==> src/rtl/calib_pkg.sv <==
package calib_pkg;
    // Register indices (printed offsets are halfword spaced, byte address = 4 * index)
    localparam logic [31:0] CALIB_BASE_IDX = 32'h50001600;
    localparam logic [31:0] CALIB_CONTROL_IDX = 32'h50001600;
    localparam logic [31:0] CALIB_WINDOW_IDX = 32'h50001602;
    localparam logic [31:0] CALIB_RESULT_LOW_IDX = 32'h50001604;
    localparam logic [31:0] CALIB_RESULT_HIGH_IDX = 32'h50001606;
    // Decode uses the low bits of the byte address
    localparam int ADDR_BITS = 5;
    localparam logic [ADDR_BITS-1:0] CONTROL_ADDR = 5'h00;
    localparam logic [ADDR_BITS-1:0] WINDOW_ADDR = 5'h08;
    localparam logic [ADDR_BITS-1:0] RESULT_LOW_ADDR = 5'h10;
    localparam logic [ADDR_BITS-1:0] RESULT_HIGH_ADDR = 5'h18;
    // Control fields
    localparam int SRC_LSB = 0;
    localparam int SRC_MSB = 1;
    localparam int START_BIT = 2;
    localparam int GATE_BIT = 3;
    localparam logic [15:0] CONTROL_RESET = 16'h0000;
    localparam logic [15:0] WINDOW_RESET = 16'h0000;
    localparam logic [31:0] RESULT_RESET = 32'h00000000;
    localparam logic [15:0] WINDOW_END = 16'h0001;
    localparam logic [1:0] DIV_RESET = 2'h0;

    typedef enum logic [1:0] {
        SRC_RC_SLOW = 2'h0,
        SRC_RC_FAST = 2'h1,
        SRC_XTAL_SLOW = 2'h2,
        SRC_RC_EXT = 2'h3
    } clk_src_t;

    typedef enum logic [1:0] {
        ST_IDLE = 2'b01,
        ST_MEASURE = 2'b10
    } calib_state_t;

    typedef struct packed {
        logic gate_ext;
        logic start;
        clk_src_t src;
    } calib_ctrl_t;

    typedef struct packed {
        logic rc_osc_slow;
        logic rc_osc_fast;
        logic crystal_osc_slow;
        logic rc_extended_osc;
        logic ext_gate;
    } osc_in_t;
endpackage

==> src/rtl/osc_calib.sv <==
// Chosen here: register access over APB.
`timescale 1ns/1ps
// Operation
// - Two-bit field selects oscillator to measure
// - Gate source bit picks reference or external
// - Writing start one begins a measurement
// - Start bit self-clears when measurement done
// - Window length counts down to one
// - Count divided fast clock during window
// - Result low half readable, read only
// - Result high half readable, read only
module osc_calib
    import calib_pkg::*;
#(
    parameter int DIV_WIDTH = 2,
    parameter logic [DIV_WIDTH-1:0] DIV_RATIO_M1 = '0
) (
    input wire logic CLK_I,
    input wire logic RST_B_I,
    input wire logic PSEL_I,
    input wire logic PENABLE_I,
    input wire logic PWRITE_I,
    input wire logic [31:0] PADDR_I,
    input wire logic [31:0] PWDATA_I,
    input wire logic [3:0] PSTRB_I,
    output logic [31:0] PRDATA_O,
    output logic PREADY_O,
    output logic PSLVERR_O,
    input wire osc_in_t OSC_I,
    output logic BUSY_O
);

    // Divider wider than 16 bits would make one tick outlast any window
    if (DIV_WIDTH < 1 || DIV_WIDTH > 16) begin : g_bad_div_width
        $error("DIV_WIDTH out of range");
    end

    ////////////////////////////////////////////////////////////////////////////
    // Input synchronisers: oscillators are asynchronous to CLK_I
    osc_in_t sync1_ff;
    osc_in_t sync2_ff;
    osc_in_t sync3_ff;

    always_ff @(posedge CLK_I) begin
        if (!RST_B_I) begin
            sync1_ff <= '0;
            sync2_ff <= '0;
            sync3_ff <= '0;
        end else begin
            sync1_ff <= OSC_I;
            sync2_ff <= sync1_ff;
            sync3_ff <= sync2_ff;
        end
    end

    ////////////////////////////////////////////////////////////////////////////
    // Registers
    calib_ctrl_t ctrl_ff;
    logic [15:0] window_ff;
    logic [31:0] result_ff;
    calib_state_t state_ff;
    logic [15:0] remain_ff;
    logic [31:0] cycles_ff;
    logic [DIV_WIDTH-1:0] div_ff;

    logic access;
    logic wr;
    logic [ADDR_BITS-1:0] addr;
    logic mapped;
    logic start_req;
    logic ref_sel;
    logic ref_rise;
    logic gate_rise;
    logic div_tick;
    logic done;

    assign access = PSEL_I && PENABLE_I;
    assign wr = access && PWRITE_I;
    assign addr = PADDR_I[ADDR_BITS-1:0];
    assign mapped = (PADDR_I[31:ADDR_BITS] == '0) && (addr == CONTROL_ADDR || addr == WINDOW_ADDR
        || addr == RESULT_LOW_ADDR || addr == RESULT_HIGH_ADDR);
    // Start taken only when idle; a second start mid-window is ignored
    assign start_req = wr && addr == CONTROL_ADDR && PSTRB_I[0] && PWDATA_I[START_BIT]
        && state_ff == ST_IDLE && PADDR_I[31:ADDR_BITS] == '0;

    ////////////////////////////////////////////////////////////////////////////
    // Reference and gate selection
    always_comb begin
        case (ctrl_ff.src)
            SRC_RC_SLOW: ref_sel = sync2_ff.rc_osc_slow;
            SRC_RC_FAST: ref_sel = sync2_ff.rc_osc_fast;
            SRC_XTAL_SLOW: ref_sel = sync2_ff.crystal_osc_slow;
            SRC_RC_EXT: ref_sel = sync2_ff.rc_extended_osc;
            default: ref_sel = 1'b0;
        endcase
    end

    logic ref_prev;
    always_comb begin
        case (ctrl_ff.src)
            SRC_RC_SLOW: ref_prev = sync3_ff.rc_osc_slow;
            SRC_RC_FAST: ref_prev = sync3_ff.rc_osc_fast;
            SRC_XTAL_SLOW: ref_prev = sync3_ff.crystal_osc_slow;
            SRC_RC_EXT: ref_prev = sync3_ff.rc_extended_osc;
            default: ref_prev = 1'b0;
        endcase
    end

    assign ref_rise = ref_sel && !ref_prev;
    assign gate_rise = sync2_ff.ext_gate && !sync3_ff.ext_gate;
    // Window advances on reference edges or external gate edges
    logic win_tick;
    assign win_tick = ctrl_ff.gate_ext ? gate_rise : ref_rise;
    assign done = state_ff == ST_MEASURE && win_tick && remain_ff <= WINDOW_END;

    ////////////////////////////////////////////////////////////////////////////
    // Fast clock divider: CLK_I stands in for the fast system clock
    always_ff @(posedge CLK_I) begin
        if (!RST_B_I || start_req) begin
            div_ff <= '0;
        end else if (div_ff == DIV_RATIO_M1) begin
            div_ff <= '0;
        end else begin
            div_ff <= div_ff + 1'b1;
        end
    end
    assign div_tick = div_ff == DIV_RATIO_M1;

    ////////////////////////////////////////////////////////////////////////////
    // Measurement sequencer
    always_ff @(posedge CLK_I) begin
        if (!RST_B_I) begin
            state_ff <= ST_IDLE;
        end else begin
            case (state_ff)
                ST_IDLE: begin
                    if (start_req) begin
                        state_ff <= ST_MEASURE;
                    end
                end
                ST_MEASURE: begin
                    if (done) begin
                        state_ff <= ST_IDLE;
                    end
                end
                default: state_ff <= ST_IDLE;
            endcase
        end
    end

    always_ff @(posedge CLK_I) begin
        if (!RST_B_I) begin
            remain_ff <= WINDOW_RESET;
        end else if (start_req) begin
            remain_ff <= window_ff;
        end else if (state_ff == ST_MEASURE && win_tick) begin
            remain_ff <= remain_ff - 16'h0001;
        end
    end

    always_ff @(posedge CLK_I) begin
        if (!RST_B_I || start_req) begin
            cycles_ff <= RESULT_RESET;
        end else if (state_ff == ST_MEASURE && div_tick) begin
            cycles_ff <= cycles_ff + 32'h00000001;
        end
    end

    // Result frozen between measurements
    always_ff @(posedge CLK_I) begin
        if (!RST_B_I) begin
            result_ff <= RESULT_RESET;
        end else if (done) begin
            result_ff <= (div_tick) ? cycles_ff + 32'h00000001 : cycles_ff;
        end
    end

    ////////////////////////////////////////////////////////////////////////////
    // Software registers
    always_ff @(posedge CLK_I) begin
        if (!RST_B_I) begin
            ctrl_ff <= calib_ctrl_t'(CONTROL_RESET[3:0]);
        end else begin
            if (wr && addr == CONTROL_ADDR && PSTRB_I[0] && PADDR_I[31:ADDR_BITS] == '0) begin
                ctrl_ff.src <= clk_src_t'(PWDATA_I[SRC_MSB:SRC_LSB]);
                ctrl_ff.gate_ext <= PWDATA_I[GATE_BIT];
            end
            if (start_req) begin
                ctrl_ff.start <= 1'b1;
            end else if (done) begin
                ctrl_ff.start <= 1'b0;
            end
        end
    end

    always_ff @(posedge CLK_I) begin
        if (!RST_B_I) begin
            window_ff <= WINDOW_RESET;
        end else if (wr && addr == WINDOW_ADDR && PADDR_I[31:ADDR_BITS] == '0) begin
            if (PSTRB_I[0]) begin
                window_ff[7:0] <= PWDATA_I[7:0];
            end
            if (PSTRB_I[1]) begin
                window_ff[15:8] <= PWDATA_I[15:8];
            end
        end
    end

    always_ff @(posedge CLK_I) begin
        if (!RST_B_I) begin
            PRDATA_O <= '0;
        end else if (PSEL_I && !PENABLE_I && !PWRITE_I) begin
            case (addr)
                CONTROL_ADDR: PRDATA_O <= {28'h0000000, ctrl_ff};
                WINDOW_ADDR: PRDATA_O <= {16'h0000, window_ff};
                RESULT_LOW_ADDR: PRDATA_O <= {16'h0000, result_ff[15:0]};
                RESULT_HIGH_ADDR: PRDATA_O <= {16'h0000, result_ff[31:16]};
                default: PRDATA_O <= '0;
            endcase
        end
    end

    assign PREADY_O = 1'b1;
    // Result registers read only; writes there are errors
    assign PSLVERR_O = access && (!mapped || (PWRITE_I && (addr == RESULT_LOW_ADDR
        || addr == RESULT_HIGH_ADDR)));
    assign BUSY_O = state_ff == ST_MEASURE;

endmodule // osc_calib

==> config.mk <==
export PLATFORM = sky130hd
export DESIGN_NAME = osc_calib
export DESIGN_NICKNAME = d
export VERILOG_FILES = /design/src/rtl/calib_pkg.sv /design/src/rtl/osc_calib.sv
export SDC_FILE = /design/constraint.sdc
export NUM_CORES = 1
export LEC_CHECK = 0
export BUFFER_PORTS_ARGS = -buffer_cell sky130_fd_sc_hd__buf_2
export CORE_UTILIZATION = 50
export DETAILED_ROUTE_END_ITERATION = 16
export GPL_TIMING_DRIVEN = 0
export PLACE_DENSITY = 0.74
export SYNTH_ARGS = -nofsm -noshare
export SYNTH_HDL_FRONTEND = slang
export SYNTH_SLANG_ARGS = --single-unit
export TNS_END_PERCENT = 20
==> constraint.sdc <==
create_clock -name CLK_I -period 7.5 [get_ports CLK_I]
set_input_delay 2.25 -clock CLK_I [delete_from_list [all_inputs] [get_ports CLK_I]]
set_output_delay 2.25 -clock CLK_I [all_outputs]
set_load 0.005 [all_outputs]
==> impl.org, run 1 <==
** Yosys
- In the synthesized netlist the async set-or-reset flop fraction comes to 0%.
- A synthesized cell averages between 8 and 9 µm².
- Fraction of post-synthesis cell area in the top cell type by area :: between 30% and 40%
- Post-synth cell types :: 60
- Yosys reg bits :: between 100 and 150
- Largest area contributor in the netlist :: dfxtp_1
- Most instantiated flip-flop cell in the synthesis netlist :: dfxtp_1
- Yosys mapped a number of flops with a built-in enable equal to 0.
- Yosys instantiated no cell more often than dfxtp_1.
- Synthesized instance count :: ~810
- By area the synthesized netlist is led by dfxtp_1 39%, nand2_1 5.0%, a21oi_1 4.2%, xnor2_1 3.2%, clkbuf_1 2.8%.
- The Yosys step of the flow raised 0 warnings.
- Combined area of all synthesized cells :: just under 0.007 mm²
- Sequential cells were found to cover ~39% of the synthesized design area.
- Counting instances in the post-synthesis netlist gives the leading cell types as 135 x dfxtp_1, 91 x nand2_1, 58 x a21oi_1, 52 x clkbuf_1, 48 x nor2_1.

** Critical path
- Required time worst endpoint :: about 5300 ps
- By instance count, the cell type seen most on the critical path is buf_2.
- Crit-path max FO :: 4
- STA classifies the critical path startpoint as a primary input.
- Cells traversed along the worst timing path :: buf_2, nor4_1, nand4_1, or2_2, a211o_1, and3_1, buf_2
- The critical path is of the primary input to primary output type.
- Arrival time reported for the critical path endpoint :: between 3000 and 4000 ps
- Crit end category :: primary output
- Among all stages on the critical path, the largest delay is contributed by or2_2.
- For this run, the slowest stage of the critical path takes approximately 450 ps.

** Floorplan
- The total area inside the core boundary comes to 0.0133 mm².
- Total die area :: roughly 0.014 mm²
- The floorplan has 42 rows.
- Die width :: roughly 120 µm
- Pin placement for this block handled ~110 I/O pins.
- The die is approximately 120 µm tall.
- Once the floorplan was initialized, standard cells occupied about half of the core.

** Global routing
- Vias in the first global route :: 5537
- Global routing finished with a remaining overflow of 0.
- Global-route wire length before repair :: 29200 µm
- Pin count of the biggest net entering global routing :: 17
- Total GRT Usage :: about a quarter
- Number of antenna violations at the first check in global routing :: 0

** Final layout
- Cells fill 60.5% of the core in the end.
- Antenna diodes :: 0
- Compared with the post-synthesis result, the final layout area differs by 17.5%.
- Final net count :: between 1000 and 1500
- In the final layout, the share of cells above drive strength 1 is a little under a fifth.

** Clocking
- Sinks on the clock net :: about 140
- After clock tree synthesis, the repair step resized 0 gates.
- The number of hold buffers added after CTS was 0.
- Clock transition at the registers of the reported paths :: approximately 50 ps
- Buffers inserted during clock tree synthesis total 17.
- TritonCTS clock tree :: yes
- Maximum number of buffers from clock root to sink :: 2
- The H-tree was split into 4 levels.
- After clock tree synthesis, the setup repair step added 0 buffers.
- Clk root buf :: clkbuf_16
- Clock latency on the worst-skew pair, taken at its later pin, is around 420 ps.

** STA
- For the pin with the worst max-slew slack, the measured transition is approximately 1200 ps.
- The worst path uses approximately 80% of the clock period.
- Across all hold checks on the routed design, the worst slack comes to 423 ps.
- Final Setup Violations :: 0
- Number of pins exceeding their max-slew limit in the final report :: 0
- Worst slew slack as a fraction of its limit :: between 20% and 30%
- Achievable Freq :: between 150 and 200 MHz
- Unrepaired setup endpoints after global routing :: false
- For the final database, setup skew stands at 8.16 ps.
- Subtracting the final worst setup slack from the clock period gives 6130 ps.
- Total Neg Setup Slack :: 0 ps
- Final count of hold timing violations :: 0

** Routing
- Number of vias per cell after detailed routing :: 5.69
- In this run, the number of DRC markers left after iteration 0 of detailed routing was 701.
- Number of optimization iterations in the first detailed-route pass :: 5
- In the final routed layout, each cell accounts on average for 16.4 µm.
- For this run, design rule violations remaining after detail routing come to 0.
- Antenna Nets Post-Route :: 0
- The routed design has between 15000 and 20000 µm of wire.
- The routed layout has 6306 vias.

** Placed design
- Half-perimeter wire length after detailed placement :: around 13000 µm
- At the end of routability-driven placement, the weighted congestion stood at 0.879.
- PortBufs :: 75

** Power and ir drop
- The worst-case IR drop observed on VDD is 0.000172 V.
- Power spread over the standard cell area amounts to roughly 190 mW/mm².
- The analysis attributes to cell leakage a power of around 0.0029 µW.

** Worst hold path
- Class of the most critical hold timing path :: flip-flop to flip-flop

** Outcome
- The run finished with clean final reports.

** Flow run
- Max-cap check violation count :: 0
==> where the power goes <==
part / switching [µW] / internal (µW)
sequential: 0.855 / 721
combinational: 35.0 / 26.7
clock: 299 / 477
==> final timing paths <==
kind | from | to | slack, ps | cells past startpoint
worst max-delay path | PADDR_I[14] | PSLVERR_O | 1370 | 7
worst min register to register | div_ff[0]$_SDFF_PP0_ | div_ff[0]$_SDFF_PP0_ | 420 | 1
worst max register to register | ctrl_ff[1]$_SDFFE_PN0P_ | result_ff[30]$_SDFFE_PN0P_ | 4590 | 5
worst min-delay path | div_ff[0]$_SDFF_PP0_ | div_ff[0]$_SDFF_PP0_ | 420 | 1
==> cell type report <==
| cell class | instances | area (µm²) |
|---|---|---|
| Buffer | 83 | 424 |
| Clock buffer | 22 | 474 |
| Clock inverter | 10 | 77.6 |
| Fill cell | 1173 | 5270 |
| Inverter | 13 | 48.8 |
| Multi-Input combinational cell | 595 | 3750 |
| Sequential cell | 135 | 2700 |
| Tap cell | 176 | 220 |
| Timing Repair Buffer | 75 | 375 |
==> metrics by stage <==
step                      instances  setup slack [ps]  total power [µW]  instance area (µm²)
after global placement         1077              1370               798                 7530
after global routing           1109              1230              1610                 8080
after CTS                      1109              1370              1570                 8080
final                          1109              1370              1560                 8080
after floorplan                 826              1740               772                 6930
after detailed placement       1077              1380               798                 7530
==> registers in the layout, indices dropped and copies added, names as in the netlist <==
register   cells
div_ff         2
sync2_ff       5
state_ff       2
sync1_ff       5
cycles_ff     32
remain_ff     16
ctrl_ff        4
window_ff     16
sync3_ff       5
PRDATA_O      16
result_ff     32
==> cell usage in the layout, fill, tap and decap left out, types with 19 or more instances in the layout <==
cell / synthesis / final
clkbuf_1: 52 / 54
nor4_1: 28 / 28
dfxtp_1: 135 / 135
a21oi_1: 58 / 58
o21ai_0: 35 / 35
buf_2: 1 / 76
xnor2_1: 25 / 25
nor3_1: 19 / 19
mux2i_1: 19 / 19
nand2_1: 91 / 91
nor2_1: 48 / 48
nand3_1: 35 / 35
==> kinds of logic after synthesis <==
logic type | after synthesis | synth area share [%]
other cells | 2 | 0.109
compound gates | 177 | 16.8
flops | 135 | 39.3
xor+xnor | 42 | 5.35
mux | 37 | 6.53
fa+ha+maj | 4 | 0.728
buf+inv | 96 | 6.88
simple gates | 318 | 24.3
==> routing by layer <==
layer / global-route usage (%) / up-vias / share of wire (%)
met5: 0 / - / 0
met4: 9.10 / 0 / 2.3
met3: 5.60 / 32 / 6.4
met2: 41.3 / 251 / 46
met1: 35.4 / 2919 / 45
li1: - / 3104 / -
==> worst max-delay path, delay by kind of cell <==
kind / cells / cell delay, ps
AO/OA/AOI/OAI: 1 / 240
buffers and inverters: 2 / 210
AND/OR/NAND/NOR: 4 / 1170
No activity file was read; power rests on OpenSTA's default activity.
==> inputs of run 2 (changes only) <==
--- a/config.mk
+++ b/config.mk
@@ -5,11 +5,12 @@
 export SDC_FILE = /design/constraint.sdc
 export NUM_CORES = 1
 export LEC_CHECK = 0
+export ABC_AREA = 1
 export BUFFER_PORTS_ARGS = -buffer_cell sky130_fd_sc_hd__buf_2
 export CORE_UTILIZATION = 50
 export DETAILED_ROUTE_END_ITERATION = 16
 export GPL_TIMING_DRIVEN = 0
-export PLACE_DENSITY = 0.74
+export PLACE_DENSITY = 0.76
 export SYNTH_ARGS = -nofsm -noshare
 export SYNTH_HDL_FRONTEND = slang
 export SYNTH_SLANG_ARGS = --single-unit
==> constraint.sdc (replaced) <==
create_clock -name CLK_I -period 5.11 [get_ports CLK_I]
set_input_delay 1.533 -clock CLK_I [delete_from_list [all_inputs] [get_ports CLK_I]]
set_output_delay 1.533 -clock CLK_I [all_outputs]
set_load 0.005 [all_outputs]
==> run 2 against run 1 <==
  * Non-clock buffer count down 20
  * Flip-flop and latch count unchanged
  * Design area up 8.2%
  * Critical path depth unchanged
  * Via count up 20%
  * Count of clock-buffer cells in the layout down 3
  * Clock skew up 1.6 ps
  * Final cell count up 32%
  * Hold slack worse by 12 ps
  * Total power up 54%
==> impl.org, run 2 <==
** Yosys
- Number of flops mapped to enable cells by yosys :: 0
- Fraction of post-synthesis cell area in the top cell type by area :: about 36%
- Avg Synthesized Cell Area :: approximately 6.4 µm²
- The cell area that synthesis handed to floorplanning was between 0.007 and 0.008 mm².
- Post-synth cell types :: 38
- Ranked by instance count, the synthesized netlist is headed by 335 x nand2_1, 165 x nor2_1, 135 x dfxtp_1, 112 x inv_1, 85 x a21oi_1.
- Most instantiated flip-flop cell in the synthesis netlist :: dfxtp_1
- nand2_1 is the most common cell in the netlist.
- For this run, the number of Yosys warnings is 0.
- Yosys reg bits :: roughly 140
- Of all flip-flops after synthesis, the portion carrying an async set or reset was 0%.
- Largest area contributor in the netlist :: dfxtp_1
- Ranked by total cell area, the synthesized netlist is headed by dfxtp_1 36%, nand2_1 17%, nor2_1 8.3%, a21oi_1 5.7%, inv_1 5.6%.
- Sequential elements use a little over a third of the synthesized area.
- After technology mapping, the gate count stands at 1160.

** Power and ir drop
- The analysis attributes to net switching a power of 527 µW.
- Combinational logic is responsible for between 3 and 4% of the overall power.
- Final Power :: approximately 2400 µW
- In this run switching power makes up 22.0% of total power.
- Reg power frac :: between 40% and 50%
- Cell internal power was estimated by the tool at 1870 µW.
- The share of total power dissipated in the clock network is a little over half.
- Maximum VDD drop :: approximately 0.00025 V
- Power per cell area :: 274 mW/mm²
- Leakage power total :: around 0.0038 µW

** Global routing
- Met2 routing resource usage after global routing :: between 40 and 50%
- Global routing consumed, on the met1 layer, 34.8% of the routing resources.
- Number of antenna violations at the first check in global routing :: 0
- Global routing consumed, on the met3 layer, 5.13% of the routing resources.
- Entering global routing, the biggest net connects 17 pins.
- Global-route wire length before repair :: around 34000 µm
- The via count of the first global-routing pass was roughly 7000.
- Layer carrying the most global-route usage :: met2
- Total GRT Usage :: between 20% and 30%
- Grt total ovfl :: 0

** Clocking
- TritonCTS built the clock tree.
- Clk root buf :: clkbuf_16
- Clock-pin slew was measured on the worst setup and hold paths at around 60 ps.
- Clock tree synthesis inserted a total of 17 buffers.
- Hold-fix buffer count after cts :: 0
- Sinks on the clock net :: roughly 140
- Maximum number of buffers from clock root to sink :: 2
- Buffers added to address setup during post-CTS repair amount to 0.
- In this run, post-CTS repair resized a total of 0 instances.
- The clock reaches the later pin of the worst-skew pair after around 430 ps.
- The H-tree generated during clock tree synthesis spans 4 levels.

** Placed design
- Input and output buffers added on the ports amount to between 70 and 80.
- Routability-driven placement finished with a final weighted congestion of ~0.95.
- Detailed placement ended at an HPWL of roughly 16000 µm.

** Critical path
- The worst setup path is captured at a primary output.
- Crit-path max FO :: 10
- For this design, the slowest cell found on the critical path is buf_2.
- The critical path in this run is classified as primary input to primary output.
- On the worst path, the slowest cell contributes a delay of around 250 ps.
- Arrival time reported for the critical path endpoint :: between 2000 and 3000 ps
- Dominant delay contributor by cell family on the critical path :: simple AND/OR/NAND/NOR gates
- Data on the critical path is required at its endpoint by 3580 ps.
- The signal on the critical path passes through buf_2, nor3_1, nand2_1, nor2_4, buf_2, a21oi_1, buf_2.
- Startpoint type of the worst setup path :: primary input
- Number of buffers and inverters on the critical path :: 3
- The most numerous cell type found on the critical path is buf_2.

** Floorplan
- Ports placed on the boundary :: between 100 and 150
- Measured along the x axis, the die boundary spans ~120 µm.
- Standard cell core area :: 0.0145 mm²
- Once the floorplan was initialized, standard cells occupied 51.4% of the core.
- The die is ~120 µm tall.
- The floorplan step defined a die boundary enclosing around 0.015 mm².
- After floorplanning, the core was divided into 44 placement rows.

** Routing
- In the routed design, unresolved DRC markers number 0.
- Number of vias per cell after detailed routing :: around 5.2
- Summed over all layers, the routed wires come to approximately 21000 µm.
- After the first detailed-routing iteration, the DRC count stood at 825.
- Number of optimization iterations in the first detailed-route pass :: 7
- Via count :: 7574
- Antenna Nets Post-Route :: 0
- Post-detailed-route wirelength per cell :: around 14 µm

** Final layout
- Share of post-route cells with drive strength above 1 :: 14.5%
- Leaving out fill and tap cells, the most frequent cell in the layout is nand2_1.
- Final net count :: 1353
- In the final layout, the registers with the most flip-flops are cycles_ff: 32 flops, result_ff: 32 flops.
- Antenna diodes :: 0
- In the layout the commonest cells are 335 x nand2_1, 165 x nor2_1, 135 x dfxtp_1, 112 x inv_1, 88 x buf_2.
- Synthesis-to-layout area growth :: 17.0%

** STA
- Number of pins exceeding their max-slew limit in the final report :: 0
- Time the final worst path needs with I/O delays and setup :: between 4000 and 5000 ps
- Dividing the final minimum period by the clock period gives 83.4%.
- Least-Margin Pin Slew :: approximately 620 ps
- The final-report hold violation count was 0.
- Post-Route Skew :: between 9 and 10 ps
- Setup violations remaining at the end of the flow were counted as 0.
- Unrepaired setup endpoints after global routing :: false
- Total Neg Setup Slack :: 0 ps
- Achievable Freq :: approximately 230 MHz
- Worst slew slack as a fraction of its limit :: about three fifths

** Outcome
- The run finished with clean final reports.

** Worst hold path
- The path class of the tightest hold or removal check is flip-flop to flip-flop.

** Flow run
- The tool flagged a number of max-cap violations equal to 0.
-- run 2: cell types whose count changed after synthesis, moves of 13 or more --
| cell | change |
|---|---|
| nand2_1 | +244 |
| nor4_1 | -28 |
| and2_1 | -16 |
| nand3_1 | +37 |
| inv_1 | +100 |
| a21oi_1 | +27 |
| nor2_1 | +117 |
| mux2i_1 | -17 |
| xnor2_1 | -22 |
| or3_1 | -17 |
| clkbuf_1 | -30 |
| mux2_2 | -13 |
| o21ai_0 | +26 |
-- run 2: per-layer routing --
| metal | vias up | wire length, µm |
|---|---|---|
| met2 | 291 | 9910 |
| li1 | 3874 | - |
| met4 | 0 | 522 |
| met5 | - | 0 |
| met1 | 3361 | 9130 |
| met3 | 48 | 1500 |
-- run 2: kinds of logic (layout without fill, tap and decap cells) --
family | count (synthesis) | after routing | synth area share [%]
AND/OR/NAND/NOR | 626 | 626 | 35.5
AO/OA/AOI/OAI | 185 | 185 | 13.8
buffers and inverters | 183 | 291 | 10.8
flip-flops | 135 | 135 | 36.2
XOR/XNOR | 23 | 23 | 2.70
adder cells (fa/ha/maj) | 4 | 4 | 0.670
other | 2 | 17 | 0.101
multiplexers | 2 | 2 | 0.268
-- run 2: path summary, 6_finish.rpt --
kind	from	end	slack, ps	cells after the start
worst min-delay path	sync1_ff[0]$_SDFF_PN0_	sync2_ff[0]$_SDFF_PN0_	410	2
worst max register to register	remain_ff[0]$_SDFFE_PN0P_	result_ff[21]$_SDFFE_PN0P_	3060	9
worst min register to register	sync1_ff[0]$_SDFF_PN0_	sync2_ff[0]$_SDFF_PN0_	410	2
worst max-delay path	PADDR_I[30]	PSLVERR_O	850	7
-- run 2: area by class of cell --
class | instances | area, µm²
timing repair buffer | 77 | 385
multi-input combinational | 857 | 4020
buffer | 61 | 348
fill | 1403 | 5800
inverter | 122 | 458
clock inverter | 12 | 154
tap | 184 | 230
clock buffer | 19 | 443
sequential | 135 | 2700
-- run 2: power groups by stage --
stage / clock [µW] / sequential (µW) / combinational [µW]
final: 1250 / 1060 / 83.5
after global routing: 1310 / 1060 / 93.1
after CTS: 1260 / 1060 / 83.0
after detailed placement: 0 / 1080 / 82.4
after global placement: 0 / 1080 / 82.2
after floorplan: 0 / 1080 / 43.2
-- run 2: worst register-to-register path: cells and delay by family (launching register included) --
family                   cells  cell delay (ps)
adder cells (fa/ha/maj)      1              230
AND/OR/NAND/NOR              5              850
AO/OA/AOI/OAI                1              130
flip-flops                   1              330
buffers and inverters        2              410
-- run 2: metrics by stage --
step	setup WS (ps)	hold slack (ps)	std cells	instance area [µm²]	utilization, %
after CTS	806	410	1467	8740	60.1
after floorplan	1250	390	1175	7520	-
after global placement	823	398	1436	8140	56.0
after detailed placement	819	397	1436	8140	56.0
final	851	411	1467	8740	60.1
after global routing	684	435	1467	8740	60.1
